`src/i2cst_cfg.svh`:
```
// Register indices, field positions, reset values and divider counts
`ifndef I2CST_CFG_SVH
`define I2CST_CFG_SVH

// Register indices; byte address is four times the index
`define I2CST_IDX_CTRL2      10'h2B7
`define I2CST_IDX_STAT0      10'h2B8
`define I2CST_IDX_CTRL1      10'h2B0
`define I2CST_IDX_SAD0       10'h2B1
`define I2CST_IDX_SAD1       10'h2B2
`define I2CST_IDX_SAD2       10'h2B3

// Timeout/clock control fields
`define I2CST_C2_TOE         0
`define I2CST_C2_TOF         1
`define I2CST_C2_TIMEOUT_LENGTH_SELECT       2
`define I2CST_C2_UPPER_LO    3
`define I2CST_C2_MULTI_ADDRESS_SELECT       6
`define I2CST_C2_STOP_IRQ_REQUEST       7
`define I2CST_C2_RESET       8'h00

// Interface control fields
`define I2CST_C1_EN          0
`define I2CST_C1_SRST        1
`define I2CST_C1_FREE        2
`define I2CST_C1_SIM         3
`define I2CST_C1_ACK_CLOCK_ENABLE      4
`define I2CST_C1_LOWER_LO    5
`define I2CST_C1_RESET       8'h00

// Status write codes
`define I2CST_W_START        8'hE0
`define I2CST_W_STOP         8'hC0
`define I2CST_W_MODE_MASK    8'h1F
`define I2CST_W_MODE_CODE    8'h0F
`define I2CST_STAT_RESET     8'h10

// Divider thresholds: twice the division ratio
`define I2CST_THR_DIV2       5'h04
`define I2CST_THR_DIV4       5'h08
`define I2CST_THR_DIV8       5'h10
`define I2CST_THR_DIV2P5     5'h05
`define I2CST_THR_DIV3       5'h06
`define I2CST_THR_DIV5       5'h0A
`define I2CST_THR_DIV6       5'h0C
`define I2CST_ACC_STEP       5'h02

// Timeout lengths in bit clock cycles
`define I2CST_TO_LONG        65536
`define I2CST_TO_SHORT       16384

`endif

```
`src/i2cst_pkg.sv`:
```
// Shared types of the status and timeout block
package i2cst_pkg;
	typedef logic [7:0] i2cst_byte_t;
	typedef enum logic [1:0] {
		I2CST_WC_NONE,
		I2CST_WC_START,
		I2CST_WC_STOP,
		I2CST_WC_MODE
	} i2cst_wcode_e;
endpackage

```
`src/i2cst_top.sv`:
```
// Status, mode and timeout control of the two-wire interface with APB access
//
// Behaviour
// - Busy bus with clock line high past the selected period sets the timeout flag.
// - Setting the timeout flag also pulses the interrupt request in the same step.
// - Timeout length and flag act only while timeout is enabled; flag is read-only.
// - Timeout counts bit clock ticks: 65536 long, 16384 short.
// - Timeout flag clears only on interface disable or soft reset write.
// - Upper divider: 000 uses lower field, 001 divides 2.5, 100 divides 6.
// - Upper 010 divides 3, 011 divides 5; lower 00/01/10 divide 2/4/8.
// - Multi-address select picks slave address 0 only, or addresses 0 to 2.
// - Stop detected with stop interrupt enabled sets stop request; only writing 0 clears.
// - That stop event also pulses the interrupt request.
// - Low six status bits are hardware-owned; full writes trigger start or stop.
// - Code E0 arms start standby, C0 arms stop standby; low bits untouched.
// - Low nibble 1111 with pending 0 updates only master and transmit bits.
// - Last bit is the ack level, or last data bit without ack clock; data write clears.
// - General call flag sets on address zero in slave mode; clears on start/stop/disable.
// - Address match sets in slave receive on match or general call; clears on data write.
// - Arbitration lost sets on foreign low data line or start overlap; clears on data write.
// - Status reads pending low-active, busy, transmit and master bits.
//
// Local design decision: the APB register port.
`timescale 1ns/1ps
`include "i2cst_cfg.svh"
module i2cst_top
	import i2cst_pkg::*;
#(
	parameter int TIMEOUT_LONG_CYCLES  = `I2CST_TO_LONG,
	parameter int TIMEOUT_SHORT_CYCLES = `I2CST_TO_SHORT
)(
	// Clock and reset
	input  wire logic        clk_in,
	input  wire logic        sys_rst_in,
	// APB slave
	input  wire logic        psel_in,
	input  wire logic        penable_in,
	input  wire logic        pwrite_in,
	input  wire logic [11:0] paddr_in,
	input  wire logic [31:0] pwdata_in,
	output logic [31:0]      prdata_out,
	output logic             pready_out,
	output logic             pslverr_out,
	// Bus line levels
	input  wire logic        scl_in,
	input  wire logic        sda_in,
	// Shift engine events
	input  wire logic        addr_valid_in,
	input  wire logic [6:0]  addr_in,
	input  wire logic        addr_rw_in,
	input  wire logic        byte_end_in,
	input  wire logic        ack_end_in,
	input  wire logic        nack_slave_in,
	input  wire logic        master_sending_in,
	input  wire logic        sda_drive_high_in,
	input  wire logic        ack_phase_in,
	input  wire logic        overlap_in,
	input  wire logic        arb_byte_done_in,
	input  wire logic        data_write_in,
	// Outputs to engine and interrupt controller
	output logic             start_standby_out,
	output logic             stop_standby_out,
	output logic             irq_request_out,
	output logic             bit_clock_en_out,
	output logic             bus_busy_out,
	output logic             master_out,
	output logic             transmit_out,
	output logic             ack_clock_enable_out,
	output logic             free_format_out
);
	localparam logic [16:0] TO_LONG_M1  = 17'(TIMEOUT_LONG_CYCLES - 1);
	localparam logic [16:0] TO_SHORT_M1 = 17'(TIMEOUT_SHORT_CYCLES - 1);
	localparam logic [7:0]  C2_RST      = `I2CST_C2_RESET;
	localparam logic [7:0]  C1_RST      = `I2CST_C1_RESET;
	localparam logic [7:0]  ST_RST      = `I2CST_STAT_RESET;

	if (TIMEOUT_LONG_CYCLES < 2 || TIMEOUT_LONG_CYCLES > 65536 ||
		TIMEOUT_SHORT_CYCLES < 2 || TIMEOUT_SHORT_CYCLES > TIMEOUT_LONG_CYCLES) begin : g_chk
		$error("timeout lengths out of range");
	end

	// ---------------------------------------------------------------
	// Register state
	// ---------------------------------------------------------------
	logic        toe_q, tof_q, timeout_length_select_q, multi_address_select_q, stop_irq_request_q;
	logic [2:0]  upper_q;
	logic        en_q, free_q, sim_q, ack_clock_enable_q;
	logic [1:0]  lower_q;
	logic [6:0]  sad_q [3];
	logic        mst_q, trx_q, bb_q, pin_q, al_q, aas_q, gc_q, lrb_q;
	logic [16:0] cnt_q;
	logic        sda_q;
	logic        irq_q, start_sb_q, stop_sb_q;
	logic [31:0] prdata_q;

	// ---------------------------------------------------------------
	// APB decode
	// ---------------------------------------------------------------
	logic [9:0]   idx;
	logic         hit_c2, hit_st, hit_c1, hit_sad;
	logic         wr, wr_c2, wr_st, wr_c1;
	logic [1:0]   sad_sel;
	i2cst_byte_t  wb;
	i2cst_wcode_e wcode;

	assign idx     = paddr_in[11:2];
	assign hit_c2  = idx == `I2CST_IDX_CTRL2;
	assign hit_st  = idx == `I2CST_IDX_STAT0;
	assign hit_c1  = idx == `I2CST_IDX_CTRL1;
	assign hit_sad = idx >= `I2CST_IDX_SAD0 && idx <= `I2CST_IDX_SAD2;
	assign sad_sel = 2'(idx - `I2CST_IDX_SAD0);
	assign wb      = pwdata_in[7:0];
	assign wr      = psel_in && penable_in && pwrite_in;
	assign wr_c2   = wr && hit_c2;
	assign wr_st   = wr && hit_st;
	assign wr_c1   = wr && hit_c1;

	assign pready_out  = 1'b1;
	assign pslverr_out = psel_in && penable_in && !(hit_c2 || hit_st || hit_c1 || hit_sad);
	assign prdata_out  = prdata_q;

	// Only the documented codes act; any other value is ignored
	always_comb begin
		wcode = I2CST_WC_NONE;
		if (wr_st) begin
			if (wb == `I2CST_W_START)
				wcode = I2CST_WC_START;
			else if (wb == `I2CST_W_STOP)
				wcode = I2CST_WC_STOP;
			else if ((wb & `I2CST_W_MODE_MASK) == `I2CST_W_MODE_CODE)
				wcode = I2CST_WC_MODE;
		end
	end

	// ---------------------------------------------------------------
	// Line events and shared conditions
	// ---------------------------------------------------------------
	logic clear_all, start_det, stop_det, tick, tof_set, stop_req_set;
	logic addr_slave, gc_hit, match_hit, al_set, pin_set;
	logic trx_hwclr, mst_hwclr;

	assign clear_all = wr_c1 && (!wb[`I2CST_C1_EN] || wb[`I2CST_C1_SRST]);
	assign start_det = en_q && scl_in && sda_q && !sda_in;
	assign stop_det  = en_q && scl_in && !sda_q && sda_in;

	always_ff @(posedge clk_in or posedge sys_rst_in) begin
		if (sys_rst_in)
			sda_q <= 1'b1;
		else
			sda_q <= sda_in;
	end

	i2cst_clkdiv u_div (
		.clk_in     (clk_in),
		.sys_rst_in (sys_rst_in),
		.run_in     (en_q),
		.upper_in   (upper_q),
		.lower_in   (lower_q),
		.tick_out   (tick)
	);

	// ---------------------------------------------------------------
	// Timeout detection
	// ---------------------------------------------------------------
	logic [16:0] to_lim;
	assign to_lim  = timeout_length_select_q ? TO_SHORT_M1 : TO_LONG_M1;
	assign tof_set = toe_q && bb_q && scl_in && tick && cnt_q == to_lim;

	always_ff @(posedge clk_in or posedge sys_rst_in) begin
		if (sys_rst_in)
			cnt_q <= 17'h00000;
		else if (!toe_q || !scl_in || !bb_q)
			cnt_q <= 17'h00000;
		else if (tick && cnt_q != to_lim)
			cnt_q <= cnt_q + 17'h00001;
	end

	always_ff @(posedge clk_in or posedge sys_rst_in) begin
		if (sys_rst_in)
			tof_q <= 1'b0;
		else if (tof_set)
			tof_q <= 1'b1;
		else if (clear_all)
			tof_q <= 1'b0;
	end

	// ---------------------------------------------------------------
	// Control registers
	// ---------------------------------------------------------------
	assign stop_req_set = stop_det && sim_q;

	always_ff @(posedge clk_in or posedge sys_rst_in) begin
		if (sys_rst_in) begin
			{stop_irq_request_q, multi_address_select_q, upper_q, timeout_length_select_q, toe_q} <= {C2_RST[7:2], C2_RST[0]};
		end else if (wr_c2) begin
			toe_q   <= wb[`I2CST_C2_TOE];
			timeout_length_select_q <= wb[`I2CST_C2_TIMEOUT_LENGTH_SELECT];
			upper_q <= wb[`I2CST_C2_UPPER_LO +: 3];
			multi_address_select_q <= wb[`I2CST_C2_MULTI_ADDRESS_SELECT];
			stop_irq_request_q <= stop_req_set || (stop_irq_request_q && wb[`I2CST_C2_STOP_IRQ_REQUEST]);
		end else if (stop_req_set) begin
			stop_irq_request_q <= 1'b1;
		end
	end

	always_ff @(posedge clk_in or posedge sys_rst_in) begin
		if (sys_rst_in) begin
			{lower_q, ack_clock_enable_q, sim_q, free_q, en_q} <= {C1_RST[6:2], C1_RST[0]};
		end else if (wr_c1) begin
			en_q     <= wb[`I2CST_C1_EN];
			free_q   <= wb[`I2CST_C1_FREE];
			sim_q    <= wb[`I2CST_C1_SIM];
			ack_clock_enable_q <= wb[`I2CST_C1_ACK_CLOCK_ENABLE];
			lower_q  <= wb[`I2CST_C1_LOWER_LO +: 2];
		end
	end

	always_ff @(posedge clk_in or posedge sys_rst_in) begin
		if (sys_rst_in) begin
			sad_q[0] <= 7'h00;
			sad_q[1] <= 7'h00;
			sad_q[2] <= 7'h00;
		end else if (wr && hit_sad) begin
			sad_q[sad_sel] <= wb[6:0];
		end
	end

	// ---------------------------------------------------------------
	// Address matching and status flags
	// ---------------------------------------------------------------
	assign addr_slave = addr_valid_in && !mst_q && !free_q;
	assign gc_hit     = addr_slave && addr_in == 7'h00;
	assign match_hit  = addr_slave && !trx_q && (addr_in == sad_q[0] || gc_hit ||
		(multi_address_select_q && (addr_in == sad_q[1] || addr_in == sad_q[2])));
	assign al_set     = (master_sending_in && !ack_phase_in && sda_drive_high_in && !sda_in)
		|| overlap_in;
	assign pin_set    = (ack_clock_enable_q ? ack_end_in : byte_end_in) || match_hit || gc_hit
		|| (addr_valid_in && !mst_q && free_q);

	always_ff @(posedge clk_in or posedge sys_rst_in) begin
		if (sys_rst_in)
			lrb_q <= ST_RST[0];
		else if (ack_clock_enable_q ? ack_end_in : byte_end_in)
			lrb_q <= sda_in;
		else if (data_write_in || clear_all)
			lrb_q <= 1'b0;
	end

	always_ff @(posedge clk_in or posedge sys_rst_in) begin
		if (sys_rst_in)
			gc_q <= ST_RST[1];
		else if (gc_hit)
			gc_q <= 1'b1;
		else if (start_det || stop_det || clear_all)
			gc_q <= 1'b0;
	end

	always_ff @(posedge clk_in or posedge sys_rst_in) begin
		if (sys_rst_in)
			aas_q <= ST_RST[2];
		else if (match_hit)
			aas_q <= 1'b1;
		else if (data_write_in || clear_all)
			aas_q <= 1'b0;
	end

	always_ff @(posedge clk_in or posedge sys_rst_in) begin
		if (sys_rst_in)
			al_q <= ST_RST[3];
		else if (al_set)
			al_q <= 1'b1;
		else if (data_write_in || clear_all)
			al_q <= 1'b0;
	end

	// Pending is low-active: zero means an interrupt is requested
	always_ff @(posedge clk_in or posedge sys_rst_in) begin
		if (sys_rst_in)
			pin_q <= ST_RST[4];
		else if (pin_set)
			pin_q <= 1'b0;
		else if (data_write_in || clear_all)
			pin_q <= 1'b1;
	end

	always_ff @(posedge clk_in or posedge sys_rst_in) begin
		if (sys_rst_in)
			bb_q <= ST_RST[5];
		else if (start_det)
			bb_q <= 1'b1;
		else if (stop_det || clear_all)
			bb_q <= 1'b0;
	end

	// ---------------------------------------------------------------
	// Mode bits; hardware clears win over a software mode write
	// ---------------------------------------------------------------
	assign trx_hwclr = al_set || stop_det || overlap_in || clear_all
		|| (start_det && !mst_q) || (nack_slave_in && !mst_q);
	assign mst_hwclr = (arb_byte_done_in && al_q) || stop_det || overlap_in || clear_all;

	always_ff @(posedge clk_in or posedge sys_rst_in) begin
		if (sys_rst_in)
			trx_q <= ST_RST[6];
		else if (trx_hwclr)
			trx_q <= 1'b0;
		else if (wcode != I2CST_WC_NONE)
			trx_q <= wb[6];
		else if (match_hit && addr_rw_in)
			trx_q <= 1'b1;
	end

	always_ff @(posedge clk_in or posedge sys_rst_in) begin
		if (sys_rst_in)
			mst_q <= ST_RST[7];
		else if (mst_hwclr)
			mst_q <= 1'b0;
		else if (wcode != I2CST_WC_NONE)
			mst_q <= wb[7];
	end

	// ---------------------------------------------------------------
	// Pulses and read data
	// ---------------------------------------------------------------
	always_ff @(posedge clk_in or posedge sys_rst_in) begin
		if (sys_rst_in) begin
			irq_q      <= 1'b0;
			start_sb_q <= 1'b0;
			stop_sb_q  <= 1'b0;
		end else begin
			// Counter saturates while the line stays high; request only when the flag rises
			irq_q      <= (tof_set && !tof_q) || stop_req_set || (pin_set && pin_q);
			start_sb_q <= wcode == I2CST_WC_START;
			stop_sb_q  <= wcode == I2CST_WC_STOP;
		end
	end

	// Read data is captured in the setup phase and shown in the access phase
	always_ff @(posedge clk_in or posedge sys_rst_in) begin
		if (sys_rst_in)
			prdata_q <= 32'h00000000;
		else if (psel_in && !penable_in) begin
			prdata_q <= 32'h00000000;
			if (hit_c2)
				prdata_q[7:0] <= {stop_irq_request_q, multi_address_select_q, upper_q, timeout_length_select_q, tof_q, toe_q};
			else if (hit_st)
				prdata_q[7:0] <= {mst_q, trx_q, bb_q, pin_q, al_q, aas_q, gc_q, lrb_q};
			else if (hit_c1)
				prdata_q[7:0] <= {1'b0, lower_q, ack_clock_enable_q, sim_q, free_q, 1'b0, en_q};
			else if (hit_sad)
				prdata_q[6:0] <= sad_q[sad_sel];
		end
	end

	assign start_standby_out    = start_sb_q;
	assign stop_standby_out     = stop_sb_q;
	assign irq_request_out      = irq_q;
	assign bit_clock_en_out     = tick;
	assign bus_busy_out         = bb_q;
	assign master_out           = mst_q;
	assign transmit_out         = trx_q;
	assign ack_clock_enable_out = ack_clock_enable_q;
	assign free_format_out      = free_q;
endmodule

```
`src/i2cst_clkdiv.sv`:
```
// Fractional divider that makes the bit clock enable from the module clock
`timescale 1ns/1ps
`include "i2cst_cfg.svh"
module i2cst_clkdiv
	import i2cst_pkg::*;
(
	// Clock and reset
	input  wire logic       clk_in,
	input  wire logic       sys_rst_in,
	// Control
	input  wire logic       run_in,
	input  wire logic [2:0] upper_in,
	input  wire logic [1:0] lower_in,
	// Enable pulse
	output logic            tick_out
);
	logic [4:0] acc_q;
	logic [4:0] thr;
	logic [4:0] sum;

	function automatic logic [4:0] div_thr(input logic [2:0] up, input logic [1:0] lo);
		logic [4:0] t;
		t = `I2CST_THR_DIV2;
		case (up)
			3'h0: begin
				case (lo)
					2'h1:    t = `I2CST_THR_DIV4;
					2'h2:    t = `I2CST_THR_DIV8;
					default: t = `I2CST_THR_DIV2;
				endcase
			end
			3'h1:    t = `I2CST_THR_DIV2P5;
			3'h2:    t = `I2CST_THR_DIV3;
			3'h3:    t = `I2CST_THR_DIV5;
			3'h4:    t = `I2CST_THR_DIV6;
			default: t = `I2CST_THR_DIV2;
		endcase
		return t;
	endfunction

	// Adds two per cycle against twice the ratio, so 2.5 alternates 2 and 3
	assign thr = div_thr(upper_in, lower_in);
	assign sum = acc_q + `I2CST_ACC_STEP;

	always_ff @(posedge clk_in or posedge sys_rst_in) begin
		if (sys_rst_in) begin
			acc_q    <= 5'h00;
			tick_out <= 1'b0;
		end else if (!run_in) begin
			acc_q    <= 5'h00;
			tick_out <= 1'b0;
		end else if (sum >= thr) begin
			acc_q    <= sum - thr;
			tick_out <= 1'b1;
		end else begin
			acc_q    <= sum;
			tick_out <= 1'b0;
		end
	end
endmodule

```
`config.mk`:
```
export PLATFORM = sky130hd
export DESIGN_NAME = i2cst_top
export DESIGN_NICKNAME = d
export VERILOG_FILES = /design/src/i2cst_pkg.sv /design/src/i2cst_top.sv /design/src/i2cst_clkdiv.sv
export VERILOG_INCLUDE_DIRS = /design/src
export SDC_FILE = /design/constraint.sdc
export NUM_CORES = 1
export LEC_CHECK = 0
export BUFFER_PORTS_ARGS = -buffer_cell sky130_fd_sc_hd__buf_2
export CAP_MARGIN = 15
export CORE_ASPECT_RATIO = 1.5
export CORE_MARGIN = 2
export CORE_UTILIZATION = 54
export DETAILED_ROUTE_END_ITERATION = 12
export PLACE_DENSITY_LB_ADDON = 0.1
export SYNTH_ARGS = -nofsm -noshare
export SYNTH_HDL_FRONTEND = slang
export SYNTH_SLANG_ARGS = --single-unit
```
`constraint.sdc`:
```
create_clock -name clk_in -period 2.82 [get_ports clk_in]
set_input_delay 0.564 -clock clk_in [delete_from_list [all_inputs] [get_ports clk_in]]
set_output_delay 0.564 -clock clk_in [all_outputs]
set_load 0.005 [all_outputs]
```
# Word level (Yosys, flattened, before mapping)
# Index checks and enable logic that the tools add are counted.
[classes] n_addsub=4 n_mul=0 n_div=0 magnitude_cmp=5 n_eq_ne=19 n_shift=0 muxes=43 bitwise_logic=1 reduce_logical=94
[op_table] op="$logic_and A1 B1 Y1" count=39
[op_table] op="$mux W7" count=5
[op_table] op="$mux W17" count=2
[op_table] op="$eq A10 B10 Y1 const B" count=3
[op_table] op="$logic_or A1 B1 Y1" count=28
[op_table] op="$pmux W5 S5" count=1
[op_table] op="$mux W1" count=22
[op_table] op="$reduce_bool A2 Y1" count=11
[op_table] op="$bwmux W21" count=1
[op_table] op="$eq A7 B7 Y1" count=3
[op_table] op="$add A17 B1 Y17 const B" count=1
[op_table] op="$eq A17 B16 Y1" count=1
[op_table] op="$ne A17 B16 Y1" count=1
[op_table] op="$eq A8 B8 Y1 const B" count=2
[op_table] op="$mux W16" count=1
[op_table] op="$mux W8" count=2
[op_table] op="$bmux W7 S2" count=1
[op_table] op="$demux W7 S2" count=1
[op_table] op="$logic_not A1 Y1" count=13
[op_table] op="$ge A10 B10 Y1 const B" count=1
[op_table] op="$le A10 B10 Y1 const B" count=1
[op_table] op="$mux W5" count=2
[op_table] op="$pmux W5 S2" count=1
[op_table] op="$mux W2" count=4
[op_table] op="other kinds (16)" count=19
[totals] ff_bits=78 latchBits=0 ram_bits=0 rom_bits=0 input_bits=69 output_inout_bits=43 wordCells=196 memories=0

# Logic depth before layout (Yosys ltp)
[depth] depth_word=12 depth_mapped=11 mapped_depth_nobuf=11

# By module
# A second synthesis with hierarchy kept.
[unflattened] hier_cells=468 hier_area_um2=4840.9
[modules_own_cells] module="i2cst_top" instances=1 cells_per_inst=401 area_per_inst_um2=4236.6 seq_area_each_um2=1804.2
[modules_own_cells] module="i2cst_clkdiv" instances=1 cells_per_inst=67 area_per_inst_um2=604.3 seq_area_each_um2=150.1

# Worst setup path before layout
# OpenSTA, ideal clock, no wires.
[synth_path] path_kind="register -> register" startpoint="register lower_q[0]" endpoint="register u_div.acc_q[2]" setup_ps=77 arrival_ps=2177 t_required_ps=2743 setup_slack_ps=566 path_stages_with_launch=11 path_buffers=0 synth_period_minus_slack_ps=2254 path_cell_list="dfrtp_1 > inv_1 > ha_1 > nor3_1 > a21oi_1 > nor2_1 > ha_1 > and3_1 > o311ai_0 > nand3_1 > a21oi_1"
[synth_between] elab_chain_cells=6 word_cells_on_any_way=8 cone_classes="add/sub: 1; order compare: 1; eq/ne: 2; mux: 4"
[synth_rtl] item="start: declaration" line="i2cst_top.sv:88" rtl="logic [1:0] lower_q;"
[synth_rtl] item="start signal: assignment" line="i2cst_top.sv:208" rtl="{lower_q, ack_clock_enable_q, sim_q, free_q, en_q} <= {C1_RST[6:2], C1_RST[0]};"
[synth_rtl] item="start signal: assignment" line="i2cst_top.sv:214" rtl="lower_q <= wb[`I2CST_C1_LOWER_LO +: 2];"
[synth_rtl] item="$eq A2 B2 Y1 or $eq A2 B1 Y1 (tied branches)" line="i2cst_clkdiv.sv:26" rtl="case (lo)"
[synth_rtl] item="$pmux W5 S2 (*)" line="i2cst_clkdiv.sv:26"
[synth_rtl] item="$pmux W5 S5 (*)" line="i2cst_clkdiv.sv:24" rtl="case (up)"
[synth_rtl] item="$sub A5 B5 Y5 or $ge A5 B5 Y1 (tied branches)" line="i2cst_clkdiv.sv:53, i2cst_clkdiv.sv:52"
[synth_rtl] item="$mux W5 (*)" line="i2cst_clkdiv.sv:52" rtl="end else if (sum >= thr) begin"
[synth_rtl] item="$mux W5 (*)" line="i2cst_clkdiv.sv:49" rtl="end else if (!run_in) begin"
[synth_rtl] item="end signal: assignment" line="i2cst_clkdiv.sv:53" rtl="acc_q <= sum - thr;"
[synth_rtl] item="end signal: assignment" line="i2cst_clkdiv.sv:56" rtl="acc_q <= sum;"
[synth_rtl] item="end: declaration" line="i2cst_clkdiv.sv:17" rtl="logic [4:0] acc_q;"
# Every way passes the cells marked *; elsewhere a longest branch is shown, timed or not.
# A chain may end at the register's enable or synchronous reset.

# Final worst setup path
[layout_path] startpoint="input paddr_in[2]" endpoint="output pslverr_out"
[layout_between] elab_chain_cells=6 word_cells_on_any_way=11 cone_classes="order compare: 2; eq/ne: 3; reduce/logical: 6"
[layout_rtl] item="start: declaration" line="i2cst_top.sv:39" rtl="input wire logic [11:0] paddr_in,"
[layout_rtl] item="branches (longest 3 deep; another with $ge A10 B10 Y1)"
[layout_rtl] item="$logic_or A1 B1 Y1 (*)" line="i2cst_top.sv:119" rtl="assign pslverr_out = psel_in && penable_in && !(hit_c2 || hit_st || hit_c1 || hit_sad);"
[layout_rtl] item="$logic_not A1 Y1 (*)" line="i2cst_top.sv:119"
[layout_rtl] item="$logic_and A1 B1 Y1 (*)" line="i2cst_top.sv:119"
[layout_rtl] item="end: declaration" line="i2cst_top.sv:43" rtl="output logic pslverr_out,"
# Every way passes the cells marked *.

==> reports/results.ini <==
[timing]
rsz0062_at_grt = false
finalSetupTns_ns = 0
worst_pin_slew_ns = 0.763
fin_crit_ns = 2.53
setup_violations = 0
slew-limit-headroom = 0.487
max_freq_mhz = 396
hold_viol = 0
layout_worst_path_cycle_share = 0.896
final_max_slew_viol_count = 0
skew_ns = 0.00754

[synth]
async_flop_share = 1.00
synth_flop_cell = dfrtp_1
ys_warn_count = 0
yosys.cell_count.top_type = dfrtp_1
yosysSeqAreaShare = 0.414
syn_inst = 471
ys_top_cells_by_area = dfrtp_1 (40%), mux2_2 (8.3%), xor2_1 (4.3%), buf_4 (4.0%), ha_1 (3.7%)
synth_cell_types = 61
ys_ff_latch = 78
syn_area_um2 = 4720
synth.top_cell.area_share = 0.403
synth_edf_count = 0
synthTopCellsByCount = dfrtp_1 (76), nand2_1 (39), mux2_2 (35)
yosysTopAreaCell = dfrtp_1
synth.avg_cell_area_um2 = 10.0

[clock_tree]
cts-resized-gates = 0
cts_tree = yes
postCtsHoldBufs = 0
cts_buffer_depth = 2
postCtsSetupRepairBufs = 0
clk-insertion-delay-late_ns = 0.34
path_clk_slew_ns = 0.06
cts_buffers = 9
htreeDepth = 3
cts-root-buf = clkbuf_16
cts.sinks = 78

[floorplanning]
rows = 41
boundaryPins = 112
initial_core_util = 0.558
die_x_um = 80.4
dieHeight_um = 119
dieArea_um2 = 9520
core_um2 = 8460

[pwr]
leakagePower_nw = 2.58
max-vdd-ir-drop_v = 0.000373
p_total_mw = 3.13
power.density_nw_per_um2 = 582

[critical_path]
crit_required_ns = 2.26
path_max_fanout = 9
crit_arrival_ns = 1.96
path_cells = buf_2 > inv_1 > ha_1 > nand2b_1 > a21oi_1 > buf_4 > nor2_1 > nor4_1 > buf_2
cp-start-kind = input pin
cp-end-kind = primary output
path_class = in -> out
reg2reg_from = lower_q[0]
crit_top_cell = buf_2
slowest_delay_ns = 0.27
cp-startpoint = paddr_in[2]
slowest_stage = nor4_1

[min_path]
hp-class = in -> async

[global_routing]
grt_max_degree = 79
overflow = 0
antenna_found_initial = 0
grt_pass1_wl_mm = 18.6
grt_pass1_vias = 3817
grtUsageTotal = 0.254

[detailed_routing]
drc = 0
antenna_left = 0
drt-initial-drc-count = 180
first_pass_iters = 4
route.vias.total = 3788
avgRoutedWirePerCell_um = 17.5
wirelength_mm = 11.4
vias_per_cell = 5.82

[finish]
layout-area-overhead-vs-synth_pct = 13.8
layout.nets = 623
fin_util = 0.635
drive_gt1_frac = 0.248
antennaDiodeCount = 0

[flow_run]
maxCapViolCount = 0

[placed_design]
dpl.hpwl_mm = 8.74
numPortBuffers = 60
place.gp.congestion = 0.955

[outcome]
status = complete, no violations

## sequential cells by signal, indices dropped and copies added, names as in the netlist, 2 cells and up
| register | count |
|---|---|
| upper_q | 3 |
| sad_q | 21 |
| cnt_q | 17 |
| prdata_out | 8 |
| lower_q | 2 |
| u_div.acc_q | 5 |
## per-layer routing
layer  routed length [um]  vias up  GRT usage  part of all wire
met2                 6210       96      0.449              0.55
met4                  378        0      0.112             0.033
met1                 4340     1873      0.293              0.38
met5                    0        -          0                 0
li1                     -     1794          -                 -
met3                  435       25     0.0420             0.038
## cells in the final DEF, fill, tap and decap left out, types with 13 or more instances in the layout
cell type	synthesis	final
nand3_1	13	13
nor2_1	32	32
buf_2	2	60
conb_1	2	25
dfrtp_1	76	76
o21ai_0	21	21
nand2_1	39	39
xor2_1	23	23
xnor2_1	16	16
a21oi_1	18	18
ha_1	14	14
mux2_2	35	35
## power breakdown
part,switching (mW),internal (mW)
sequential,0.0506,1.18
clock,0.482,0.624
combinational,0.443,0.347
total,0.976,2.15
## final cells by class
| cell class | instances | area (um^2) |
|---|---|---|
| Fill cell | 747 | 3090 |
| Tap cell | 107 | 134 |
| Inverter | 13 | 48.8 |
| Timing Repair Buffer | 70 | 388 |
| Multi-Input combinational cell | 367 | 2570 |
| Clock inverter | 6 | 45.0 |
| Clock buffer | 10 | 239 |
| Sequential cell | 78 | 1950 |
## worst max-delay path: cells and delay by family
family                   cells  cell delay, ns
adder cells (fa/ha/maj)      1            0.20
buffers and inverters        4            0.70
AND/OR/NAND/NOR              3            0.37
AO/OA/AOI/OAI                1            0.11
## stage by stage
step	cells	hold slack [ns]	instance area, um^2	setup WS (ns)
floorplan	494	0.441	4810	0.264
global placement	635	0.461	5090	0.271
detailed placement	635	0.462	5090	0.210
CTS	651	0.337	5380	0.327
global route	651	0.368	5380	0.235
finish	651	0.312	5380	0.292
## cells by family (layout without fill, tap and decap cells)
group,Yosys count,after routing,synth area share
compound gates,84,84,0.120
xor+xnor,39,39,0.0723
fa+ha+maj,15,15,0.0413
buf+inv,49,99,0.0609
flops,78,78,0.414
mux,43,43,0.100
other cells,2,25,0.00159
simple gates,161,161,0.190
## final timing paths
check                      depth (start not counted)  slack (ns)        endpoint
min in group clk_in                                1        0.37           sda_q
max in group asynchronous                          3        2.16           pin_q
min                                                3        0.31        cnt_q[5]
max                                                9        0.29     pslverr_out
max reg2reg                                        9        0.40  u_div.acc_q[0]
min reg2reg                                        2        0.48           aas_q
(Power assumes the default switching activity.)
